<file path="src/design/blps_pkg.sv">
// Package for the boot loader and PLL strap sequencer: constants, layouts, types
// Behaviour
// - Strap pattern 00 selects ratio 40, 11 ratio 16, 10 ratio 8, 01 ratio 4.
// - Strap load sets output divider 1, reference divider 0, feedback 159/63/31/15.
// - Tile clock is oscillator times (feedback+1)/2 over (ref+1) and (output div+1).
// - Software may rewrite output divider, feedback and reference divider after boot.
// - While reset is low the device stays reset with GPIO pull-downs enabled.
// - After release an internal reset runs; boot starts 15 to 150 us later.
// - Without OTP selection the image comes from the embedded quad-SPI flash.
// - Security bit 5 set boots from OTP, clear boots from internal flash.
// - Image is size word, size times four program bytes, then a check word.
// - Check word 0x0D15AB1E skips CRC verification.
// - Size and check words arrive least significant byte first.
// - Program goes to lowest RAM address and runs from there when loaded.
// - Reflected CRC-32, poly 0xEDB88320, seed all ones, over size and program, inverted.
// - Security register loads from OTP before the boot source is chosen.
// - Secure boot bypasses boot ROM, fetching from OTP address 0.
package blps_pkg;

   // ==========================================================
   // Clock and timing
   localparam int CLK_PERIOD_NS = 25;
   localparam int RST_WAIT_NS = 15000;
   localparam int RST_WAIT_CYC = (RST_WAIT_NS + CLK_PERIOD_NS - 1) / CLK_PERIOD_NS;

   // ==========================================================
   // Image format and CRC
   localparam logic [31:0] CRC_POLY = 32'hedb88320;
   localparam logic [31:0] CRC_SEED = 32'hffffffff;
   localparam logic [31:0] CRC_SKIP_MAGIC = 32'h0d15ab1e;
   localparam logic [31:0] RAM_WORDS = 32'h00008000;
   localparam int SEC_BOOT_BIT = 5;

   // ==========================================================
   // Register map (byte addresses)
   localparam logic [7:0] REG_PLL_CFG = 8'h00;
   localparam logic [7:0] REG_STATUS = 8'h04;
   localparam logic [7:0] REG_SECURITY = 8'h08;
   localparam logic [7:0] REG_IMG_SIZE = 8'h0c;
   localparam logic [7:0] REG_CRC = 8'h10;
   localparam logic [7:0] REG_CLK_RATIO = 8'h14;

   // PLL_CFG fields
   localparam int PLL_FB_LSB = 0;
   localparam int PLL_REF_LSB = 12;
   localparam int PLL_OD_LSB = 18;
   // STATUS fields
   localparam int STS_STATE_LSB = 0;
   localparam int STS_OTP_BIT = 4;
   localparam int STS_RUN_BIT = 5;
   localparam int STS_ERR_BIT = 6;
   localparam int STS_STRAP_LSB = 8;
   // CLK_RATIO fields
   localparam int RATIO_NUM_LSB = 0;
   localparam int RATIO_DEN_LSB = 16;

   // ==========================================================
   // Strap table
   localparam logic [2:0] STRAP_OD = 3'h1;
   localparam logic [5:0] STRAP_REF = 6'h00;
   localparam logic [11:0] STRAP_FB_R40 = 12'h09f;
   localparam logic [11:0] STRAP_FB_R16 = 12'h03f;
   localparam logic [11:0] STRAP_FB_R8 = 12'h01f;
   localparam logic [11:0] STRAP_FB_R4 = 12'h00f;

   // ==========================================================
   // Types
   typedef struct packed {
      logic [2:0] output_divider;
      logic [11:0] feedback;
      logic [5:0] ref_divider;
   } blps_pll_t;

   typedef struct packed {
      logic we;
      logic [14:0] addr;
      logic [31:0] data;
   } blps_ram_wr_t;

   typedef enum logic [2:0] {
      ST_WAIT,
      ST_SEC,
      ST_SIZE,
      ST_PROG,
      ST_CHECK,
      ST_RUN,
      ST_ERR
   } blps_state_t;

endpackage : blps_pkg

</file>
<file path="src/design/blps_loader.sv">
// Boot sequencer: strap capture, internal reset wait, source select, image load and CRC check
//
// Decided for this implementation: the address map and register access over APB.
`timescale 1ns/1ps
module blps_loader (
   input wire logic pclk,                      // 40 MHz reference clock
   input wire logic presetn,                   // Async reset, active low
   input wire logic clk_en,                    // Freezes all state when low
   input wire logic psel,                      // APB select
   input wire logic penable,                   // APB enable
   input wire logic pwrite,                    // APB direction
   input wire logic [7:0] paddr,               // APB byte address
   input wire logic [31:0] pwdata,             // APB write data
   output logic [31:0] prdata,                 // APB read data
   output logic pready,                        // APB ready
   output logic pslverr,                       // APB error, unmapped address
   input wire logic [1:0] mode_pin,            // Strap pins, asynchronous
   input wire logic sec_valid,                 // OTP security word valid
   input wire logic [31:0] sec_data,           // OTP security word
   output logic sec_req_q,                     // Request security word from OTP
   input wire logic src_valid,                 // Boot byte valid
   input wire logic [7:0] src_data,            // Boot byte
   output logic src_ready_q,                   // Boot byte accepted when valid
   output logic src_otp_q,                     // Source: 1 OTP, 0 flash
   output logic [23:0] src_addr_q,             // Byte address of next fetch
   output blps_pkg::blps_ram_wr_t ram_wr_q,    // RAM write port
   output blps_pkg::blps_pll_t pll_cfg_q,      // PLL settings
   output logic gpio_pd_en_q,                  // GPIO pull-down enable
   output logic run_q,                         // Start execution at address 0
   output logic boot_err_q                     // Image rejected
);
   import blps_pkg::*;

   // ==========================================================
   // Helpers
   function automatic logic [31:0] crc_byte(input logic [31:0] crc, input logic [7:0] b);
      logic [31:0] c;
      c = crc ^ {24'h000000, b};
      for (int i = 0; i < 8; i++) begin
         c = c[0] ? ((c >> 1) ^ CRC_POLY) : (c >> 1);
      end
      return c;
   endfunction : crc_byte

   function automatic blps_pll_t strap_pll(input logic [1:0] mode);
      blps_pll_t p;
      p.output_divider = STRAP_OD;
      p.ref_divider = STRAP_REF;
      case (mode)
         2'b00: p.feedback = STRAP_FB_R40;
         2'b11: p.feedback = STRAP_FB_R16;
         2'b10: p.feedback = STRAP_FB_R8;
         default: p.feedback = STRAP_FB_R4;
      endcase
      return p;
   endfunction : strap_pll

   // ==========================================================
   // Strap synchroniser
   // No reset so the pins are already settled when reset releases
   logic [1:0] mode_s1_q;
   logic [1:0] mode_s2_q;
   logic strap_done_q;

   always_ff @(posedge pclk) begin
      if (clk_en) begin
         mode_s1_q <= mode_pin;
         mode_s2_q <= mode_s1_q;
      end
   end

   // ==========================================================
   // Sequencer state
   blps_state_t state_q;
   blps_state_t state_d;
   logic [9:0] wait_cnt_q;
   logic [31:0] sec_q;
   logic [31:0] word_q;
   logic [1:0] byte_cnt_q;
   logic [31:0] size_q;
   logic [31:0] words_left_q;
   logic [31:0] crc_q;
   logic [14:0] widx_q;
   logic take;
   logic last_byte;
   logic [31:0] asm_word;

   assign take = src_valid && src_ready_q;
   assign last_byte = (byte_cnt_q == 2'd3);
   assign asm_word = {src_data, word_q[31:8]};

   always_comb begin
      state_d = state_q;
      case (state_q)
         ST_WAIT: begin
            if (wait_cnt_q == 10'(RST_WAIT_CYC - 1)) state_d = ST_SEC;
         end
         ST_SEC: begin
            if (sec_valid) state_d = ST_SIZE;
         end
         ST_SIZE: begin
            if (take && last_byte) begin
               if (asm_word == 32'h0) state_d = ST_CHECK;
               else if (asm_word > RAM_WORDS) state_d = ST_ERR;
               else state_d = ST_PROG;
            end
         end
         ST_PROG: begin
            if (take && last_byte && words_left_q == 32'h1) state_d = ST_CHECK;
         end
         ST_CHECK: begin
            if (take && last_byte) begin
               if (asm_word == CRC_SKIP_MAGIC) state_d = ST_RUN;
               else if (asm_word == ~crc_q) state_d = ST_RUN;
               else state_d = ST_ERR;
            end
         end
         ST_RUN: state_d = ST_RUN;
         ST_ERR: state_d = ST_ERR;
         default: state_d = ST_ERR;
      endcase
   end

   always_ff @(posedge pclk or negedge presetn) begin
      if (!presetn) begin
         state_q <= ST_WAIT;
      end else if (clk_en) begin
         state_q <= state_d;
      end
   end

   // ==========================================================
   // Internal reset period
   // Lower bound of the window is used so boot is never late
   always_ff @(posedge pclk or negedge presetn) begin
      if (!presetn) begin
         wait_cnt_q <= 10'h000;
      end else if (clk_en && state_q == ST_WAIT && wait_cnt_q != 10'(RST_WAIT_CYC - 1)) begin
         wait_cnt_q <= wait_cnt_q + 10'h001;
      end
   end

   always_ff @(posedge pclk or negedge presetn) begin
      if (!presetn) begin
         gpio_pd_en_q <= 1'b1;
      end else if (clk_en && state_q != ST_WAIT) begin
         gpio_pd_en_q <= 1'b0;
      end
   end

   // ==========================================================
   // Security word and source select
   always_ff @(posedge pclk or negedge presetn) begin
      if (!presetn) begin
         sec_q <= 32'h0;
         sec_req_q <= 1'b0;
         src_otp_q <= 1'b0;
      end else if (clk_en) begin
         sec_req_q <= (state_d == ST_SEC);
         if (state_q == ST_SEC && sec_valid) begin
            sec_q <= sec_data;
            src_otp_q <= sec_data[SEC_BOOT_BIT];
         end
      end
   end

   // ==========================================================
   // Byte stream, assembly and CRC
   // Fetch starts at byte 0 of either source, so OTP boot skips any ROM offset
   always_ff @(posedge pclk or negedge presetn) begin
      if (!presetn) begin
         src_ready_q <= 1'b0;
         src_addr_q <= 24'h000000;
         word_q <= 32'h0;
         byte_cnt_q <= 2'd0;
         crc_q <= CRC_SEED;
      end else if (clk_en) begin
         src_ready_q <= (state_d == ST_SIZE) || (state_d == ST_PROG) || (state_d == ST_CHECK);
         if (state_q == ST_SEC) begin
            src_addr_q <= 24'h000000;
            crc_q <= CRC_SEED;
            byte_cnt_q <= 2'd0;
         end else if (take) begin
            src_addr_q <= src_addr_q + 24'h000001;
            word_q <= asm_word;
            byte_cnt_q <= byte_cnt_q + 2'd1;
            if (state_q != ST_CHECK) begin
               crc_q <= crc_byte(crc_q, src_data);
            end
         end
      end
   end

   always_ff @(posedge pclk or negedge presetn) begin
      if (!presetn) begin
         size_q <= 32'h0;
         words_left_q <= 32'h0;
      end else if (clk_en && take && last_byte) begin
         if (state_q == ST_SIZE) begin
            size_q <= asm_word;
            words_left_q <= asm_word;
         end else if (state_q == ST_PROG) begin
            words_left_q <= words_left_q - 32'h1;
         end
      end
   end

   // ==========================================================
   // RAM write port
   always_ff @(posedge pclk or negedge presetn) begin
      if (!presetn) begin
         ram_wr_q <= '0;
         widx_q <= 15'h0000;
      end else if (clk_en) begin
         ram_wr_q.we <= 1'b0;
         if (state_q == ST_SEC) begin
            widx_q <= 15'h0000;
         end else if (state_q == ST_PROG && take && last_byte) begin
            ram_wr_q.we <= 1'b1;
            ram_wr_q.addr <= widx_q;
            ram_wr_q.data <= asm_word;
            widx_q <= widx_q + 15'h0001;
         end
      end
   end

   // ==========================================================
   // Run and error outcome
   always_ff @(posedge pclk or negedge presetn) begin
      if (!presetn) begin
         run_q <= 1'b0;
         boot_err_q <= 1'b0;
      end else if (clk_en) begin
         if (state_d == ST_RUN) run_q <= 1'b1;
         if (state_d == ST_ERR) boot_err_q <= 1'b1;
      end
   end

   // ==========================================================
   // PLL settings: strap load, then software writes
   logic apb_wr;
   assign apb_wr = psel && penable && pready && pwrite && paddr == REG_PLL_CFG;

   always_ff @(posedge pclk or negedge presetn) begin
      if (!presetn) begin
         strap_done_q <= 1'b0;
         pll_cfg_q <= '0;
      end else if (clk_en) begin
         if (!strap_done_q) begin
            strap_done_q <= 1'b1;
            pll_cfg_q <= strap_pll(mode_s2_q);
         end else if (apb_wr) begin
            pll_cfg_q.feedback <= pwdata[PLL_FB_LSB +: 12];
            pll_cfg_q.ref_divider <= pwdata[PLL_REF_LSB +: 6];
            pll_cfg_q.output_divider <= pwdata[PLL_OD_LSB +: 3];
         end
      end
   end

   // ==========================================================
   // Clock ratio: tile = osc * num / (2 * den)
   logic [12:0] ratio_num;
   logic [9:0] ratio_den;
   assign ratio_num = 13'(pll_cfg_q.feedback) + 13'h0001;
   assign ratio_den = 10'((7'(pll_cfg_q.ref_divider) + 7'h01) * (4'(pll_cfg_q.output_divider) + 4'h1));

   // ==========================================================
   // APB slave: no wait states, read data captured in setup
   logic [31:0] rdata_d;
   logic addr_hit;

   always_comb begin
      rdata_d = 32'h0;
      addr_hit = 1'b1;
      case (paddr)
         REG_PLL_CFG: begin
            rdata_d[PLL_FB_LSB +: 12] = pll_cfg_q.feedback;
            rdata_d[PLL_REF_LSB +: 6] = pll_cfg_q.ref_divider;
            rdata_d[PLL_OD_LSB +: 3] = pll_cfg_q.output_divider;
         end
         REG_STATUS: begin
            rdata_d[STS_STATE_LSB +: 3] = state_q;
            rdata_d[STS_OTP_BIT] = src_otp_q;
            rdata_d[STS_RUN_BIT] = run_q;
            rdata_d[STS_ERR_BIT] = boot_err_q;
            rdata_d[STS_STRAP_LSB +: 2] = mode_s2_q;
         end
         REG_SECURITY: rdata_d = sec_q;
         REG_IMG_SIZE: rdata_d = size_q;
         REG_CRC: rdata_d = ~crc_q;
         REG_CLK_RATIO: begin
            rdata_d[RATIO_NUM_LSB +: 13] = ratio_num;
            rdata_d[RATIO_DEN_LSB +: 10] = ratio_den;
         end
         default: addr_hit = 1'b0;
      endcase
   end

   always_ff @(posedge pclk or negedge presetn) begin
      if (!presetn) begin
         prdata <= 32'h0;
         pready <= 1'b0;
         pslverr <= 1'b0;
      end else if (clk_en) begin
         if (psel && !penable && !pready) begin
            pready <= 1'b1;
            prdata <= rdata_d;
            pslverr <= !addr_hit;
         end else begin
            pready <= 1'b0;
            pslverr <= 1'b0;
         end
      end
   end
endmodule : blps_loader

</file>
<file path="config.mk">
export PLATFORM = sky130hd
export DESIGN_NAME = blps_loader
export DESIGN_NICKNAME = d
export VERILOG_FILES = /design/src/design/blps_pkg.sv /design/src/design/blps_loader.sv
export SDC_FILE = /design/constraint.sdc
export NUM_CORES = 1
export LEC_CHECK = 0
export BUFFER_PORTS_ARGS = -buffer_cell sky130_fd_sc_hd__buf_2
export CAP_MARGIN = 15
export CORE_MARGIN = 2
export CORE_UTILIZATION = 48
export DETAILED_ROUTE_END_ITERATION = 10
export GPL_ROUTABILITY_DRIVEN = 0
export PLACE_DENSITY = 0.68
export SYNTH_ARGS = -nofsm -noshare
export SYNTH_HDL_FRONTEND = slang
export SYNTH_SLANG_ARGS = --single-unit
export TNS_END_PERCENT = 20
</file>
<file path="constraint.sdc">
create_clock -name pclk -period 4.31 [get_ports pclk]
set_input_delay 0.862 -clock pclk [delete_from_list [all_inputs] [get_ports pclk]]
set_output_delay 0.862 -clock pclk [all_outputs]
set_load 0.01 [all_outputs]
</file>
* Yosys cells after proc, flatten, opt, wreduce, memory -nomap -nowiden
Index checks and enable logic that the tools add are counted.
Cells by class: add/sub/neg operators 8, multiply operators 1, order comparisons 1, equality and inequality tests 26, muxes and demuxes 47, bitwise logic cells 11, reduce and logical (&&, ||, !) cells 44
Operators by type and width (count):
- 2-to-1 mux 32 bit | 13
- NOT 13 -> 14 bit | 8
- 2-to-1 mux 48 bit | 2
- one-hot mux 3 bit (6 select lines) | 3
- 2-to-1 mux 24 bit | 2
- 2-to-1 mux 21 bit | 2
- equality test 32 x 1 -> 1 bit (second input constant) | 1
- equality test 32 x 28 -> 1 bit (second input constant) | 1
- equality test 32 bit | 1
- > comparator 32 x 16 -> 1 bit (second input constant) | 1
- logical NOT 32 bit | 1
- NOT 32 bit | 1
- subtractor 32 x 1 -> 32 bit (second input constant) | 1
- bitwise XOR 32 x 8 -> 32 bit | 1
- 2-to-1 mux 15 bit | 2
- one-hot mux 5 bit (5 select lines) | 1
- adder 24 x 1 -> 24 bit (second input constant) | 1
- one-hot mux 8 bit (3 select lines) | 1
- 2-to-1 mux 3 bit | 7
- one-hot mux 5 bit (4 select lines) | 1
- one-hot mux 6 bit (3 select lines) | 1
- AND reduction 2 bit | 9
- logical AND 1 bit | 17
- equality test 8 x 4 -> 1 bit (second input constant) | 2
- 33 further kinds | 58
Word-level totals: bits in registers 328, bits of input ports 90

* Longest topological paths before layout
word-level depth 20, mapped depth 15, mapped depth without buffers 15

* Least setup slack after synthesis
Ideal clock, no wire load.
path type register to register, start reg pll_cfg_q[18] in the netlist's numbering, end reg prdata[24], library setup time 121 ps, arrival 3763 ps, setup slack 426 ps, cell stages (with the launch flop) 15, buffers on the path 1, period minus slack after synthesis 3884 ps, cell sequence dfrtp_1 clkbuf_1 nand3_1 or2_2 fa_1 inv_1 fa_1 fa_1 a21o_1 a21oi_1 o21bai_1 a21oi_1 xor2_1 o21ai_0 a22o_1
Between the ends: cells in the longest elaborated chain, start to end 3
RTL lines:
- from (decl) | line blps_loader.sv:27 | output blps_pkg::blps_pll_t pll_cfg_q,
- from (signal assigned) | line blps_loader.sv:251 | pll_cfg_q <= strap_pll(mode_s2_q);
- adder 3 x 1 -> 4 bit | line blps_loader.sv:265 | assign ratio_den = 10'((7'(pll_cfg_q.ref_divider) + 7'h01) * (4'(pll_cfg_q.output_divider) + 4'h1));
- multiplier 7 x 4 -> 10 bit | line blps_loader.sv:265
- one-hot mux 5 bit (4 select lines) | line blps_loader.sv:275 | case (paddr)
- to (signal assigned) | line blps_loader.sv:307 | prdata <= rdata_d;
- to (decl) | line blps_loader.sv:14 | output logic [31:0] prdata,
Every way passes these cells. A chain may end at the register's enable or synchronous reset.

* Worst setup path in the final report
start reg pll_cfg_q[19] in the netlist's numbering, end reg prdata[24]
Same word-level chain as after synthesis.

==> summary.txt <==
Timing
  – Final setup fails: 0
  – Worst Skew: 0.01653 ns
  – Fmax: 251.8 MHz
  – Worst-margin pin slew: 1.023 ns
  – Setup TNS: 0 ns
  – Period utilization: 92.14%
  – Fin. max-slew vios: 0
  – RSZ-0062 raised after global routing: no
  – Relative slew slack: 31.77%
  – Final hold violation count: 0
  – Clock period minus worst slack: 3.971 ns

Synthesis
  – Post-Synthesis Cell Area: 0.01678 sq mm
  – Synthesized netlist cell count: 1,812
  – Cell variety after synth: 78
  – Number of synthesized flops with an enable pin: 4
  – Sequential share of the synthesized area: 47.92%
  – Asr flop ratio synth: 98.75%
  – Avg Cell Area, Syn: 9.263 sq um
  – Syn_nets: 1,934
  – Main synth FF type: dfrtp_1
  – Synthesis-stage register bit count: 319
  – Syn. warnings: 0

Final layout
  – Design Area, Final: 0.01946 sq mm
  – Final cell count without fillers: 2,456
  – Commonest non-fill, non-tap cell in the layout: nand2_1
  – Most frequent cells in the layout: 359 x nand2_1, 282 x dfrtp_1, 210 x buf_2, 140 x nor2_1, 124 x o21ai_0
  – Area of the multi-input gates: 0.008148 sq mm
  – Sequential cell area: 0.008044 sq mm
  – Fillcell total: 3,049
  – Area growth syn-to-layout: 15.92%
  – Final nets: 2,095
  – Fraction of final layout cells with drive strength greater than 1: 21.75%

Place
  – Placed cell areas: 0.01822 sq mm
  – Placed cells: 2,390
  – # port buffers: 211
  – Final HPWL DP: 32,700 microns

Clock network
  – Htree depth: 2
  – # resized after CTS: 0
  – Clk buf depth: 3
  – Root buffer cell: clkbuf_16
  – CTS tree: yes
  – Reg clk slew, reported paths: 0.06 ns
  – Worst-Skew Late Latency: 0.52 ns
  – TritonCTS Buffers: 36
  – Post-CTS Setup Repair Bufs: 0
  – Sink Count: 319
  – Post-CTS Hold Fix Bufs: 0

Floorplan
  – Die height: 191 microns
  – Starting Density: 48.71%
  – Die area: 0.03648 sq mm
  – Die Wd: 191 microns
  – I/O pins: 223
  – # rows: 68
  – Core Region: 0.03446 sq mm

Power
  – Leakage: 9.272 nW
  – Max VDD drop: 333.6 uV
  – Cell Pwr Density: 509.7 mW/mm^2
  – Design Power: 9.916 mW

Drt
  – WL final: 47,140 microns
  – Detail Route Antenna Nets: 0
  – DR vias: 14,070
  – Drt wl/cell: 19.19 microns
  – DRT Pass-1 Iters: 5
  – DRC viols: 0
  – Starting DRT DRC Count: 947
  – DR vias/cell: 5.728

Critical path
  – CP Max Fanout: 7
  – Startpoint types: flop
  – R2r setup slk: 0.34 ns
  – Crit Path Category: flop to flop
  – WP data arrival: 4.38 ns
  – R2r worst-path depth: 14
  – CP endpoint kind: flop
  – Required @ worst endpoint: 4.72 ns
  – R2R Path Start: pll_cfg_q[19]$_DFFE_PN0P_
  – R2R Path End: prdata[24]$_DFFE_PN0P_

Run
  – # Max-Cap Violations: 0

Global routing
  – GR Util All Layers: 25.88%
  – Global-route wire length before repair: 74,450 microns
  – Gr ovfl total: 0
  – Largest net degree at the start of global routing: 97
  – Vias in the first global route: 13,530
  – Initial antenna violation count: 2

Status
  – Outcome: finished, final reports clean

Hold path
  – Worst Hold Class: primary input to asynchronous set/reset pin
cell usage after synthesis, drive strengths merged (25+ instances only):
library cell / instances / share of area [%]
clkbuf: 87 / 2.0
nor3: 25 / 0.83
dfrtp: 282 / 42
inv: 40 / 0.89
buf: 28 / 0.84
o21ai: 141 / 4.2
nand2: 359 / 8.0
dfstp: 33 / 5.2
xnor2: 101 / 5.7
a21oi: 101 / 3.0
a221oi: 26 / 1.4
nor4: 28 / 1.2
mux2: 67 / 4.5
nand3: 55 / 1.6
nor2: 145 / 3.3
xor2: 37 / 2.0
flip-flops by register name, summed over array words and instances (netlist names), 24 cells and up:
signal / cells
ram_wr_q: 48
crc_q: 32
prdata: 32
sec_q: 32
size_q: 32
words_left_q: 32
src_addr_q: 24
word_q: 24
area by class of cell:
type / count / area share [%]
antenna: 1 / 0.01286
timing repair buffer: 238 / 6.714
inverter: 40 / 0.7717
tap: 455 / 2.926
multi-input combinational: 1338 / 41.88
clock inverter: 8 / 0.6431
sequential: 319 / 41.34
clock buffer: 57 / 5.711
report_power, final:
group / switching [mW] / total, mW / internal (mW)
Clock: 1.23 / 3.18 / 1.95
Combinational: 1.39 / 2.60 / 1.20
Sequential: 0.719 / 4.14 / 3.42
Total: 3.35 / 9.92 / 6.57
worst max-delay path by stage:
stage                                  end                 startpoint  slack [ns]  cells past startpoint
floorplan           prdata[24]$_DFFE_PN0P_  pll_cfg_q[18]$_DFFE_PN0P_        0.43                     14
global placement    prdata[24]$_DFFE_PN0P_  pll_cfg_q[19]$_DFFE_PN0P_        0.42                     14
detailed placement  prdata[24]$_DFFE_PN0P_  pll_cfg_q[19]$_DFFE_PN0P_        0.35                     14
CTS                 prdata[24]$_DFFE_PN0P_  pll_cfg_q[19]$_DFFE_PN0P_        0.33                     14
global route        prdata[24]$_DFFE_PN0P_  pll_cfg_q[19]$_DFFE_PN0P_        0.06                     14
finish              prdata[24]$_DFFE_PN0P_  pll_cfg_q[19]$_DFFE_PN0P_        0.34                     14
through the flow:
stage	utilization (%)	hold slack (ns)	setup WS, ns
global route	56.46	0.4395	0.05681
finish	56.46	0.3856	0.3386
detailed placement	52.87	0.4072	0.3454
floorplan	-	0.4003	0.4261
CTS	56.46	0.4166	0.3251
global placement	52.87	0.4089	0.4244
cell families (layout without fill, tap and decap cells):
group / count (synthesis) / count (layout) / synth area share, %
flops: 319 / 319 / 47.92
buf+inv: 155 / 343 / 3.690
simple gates: 722 / 722 / 19.41
mux: 76 / 76 / 5.106
compound gates: 370 / 370 / 13.39
other cells: 0 / 1 / 0
fa+ha+maj: 32 / 32 / 2.833
xor+xnor: 138 / 138 / 7.648
per-layer routing:
metal  part of all wire, %  global-route usage, %  vias to the layer above
met5                 0.030                      0                        -
met3                   6.9                  3.672                       85
met2                    47                  42.20                      476
li1                      -                      -                     6583
met1                    44                  35.95                     6922
met4                   2.6                  7.543                        2
worst max-delay path, stage by stage, from the launching register on:
cell and delay (ns):
dfrtp_1 0.43, ha_1 0.21, xnor2_1 0.44, nand2b_1 0.20
fa_1 0.42, inv_1 0.09, fa_1 0.44, fa_1 0.48
a21o_1 0.20, a21oi_1 0.23, o21bai_1 0.09, a21oi_1 0.18
xor2_1 0.15, o21ai_0 0.08, a22o_1 0.21
Note: power is estimated with default switching activity, not from simulation.
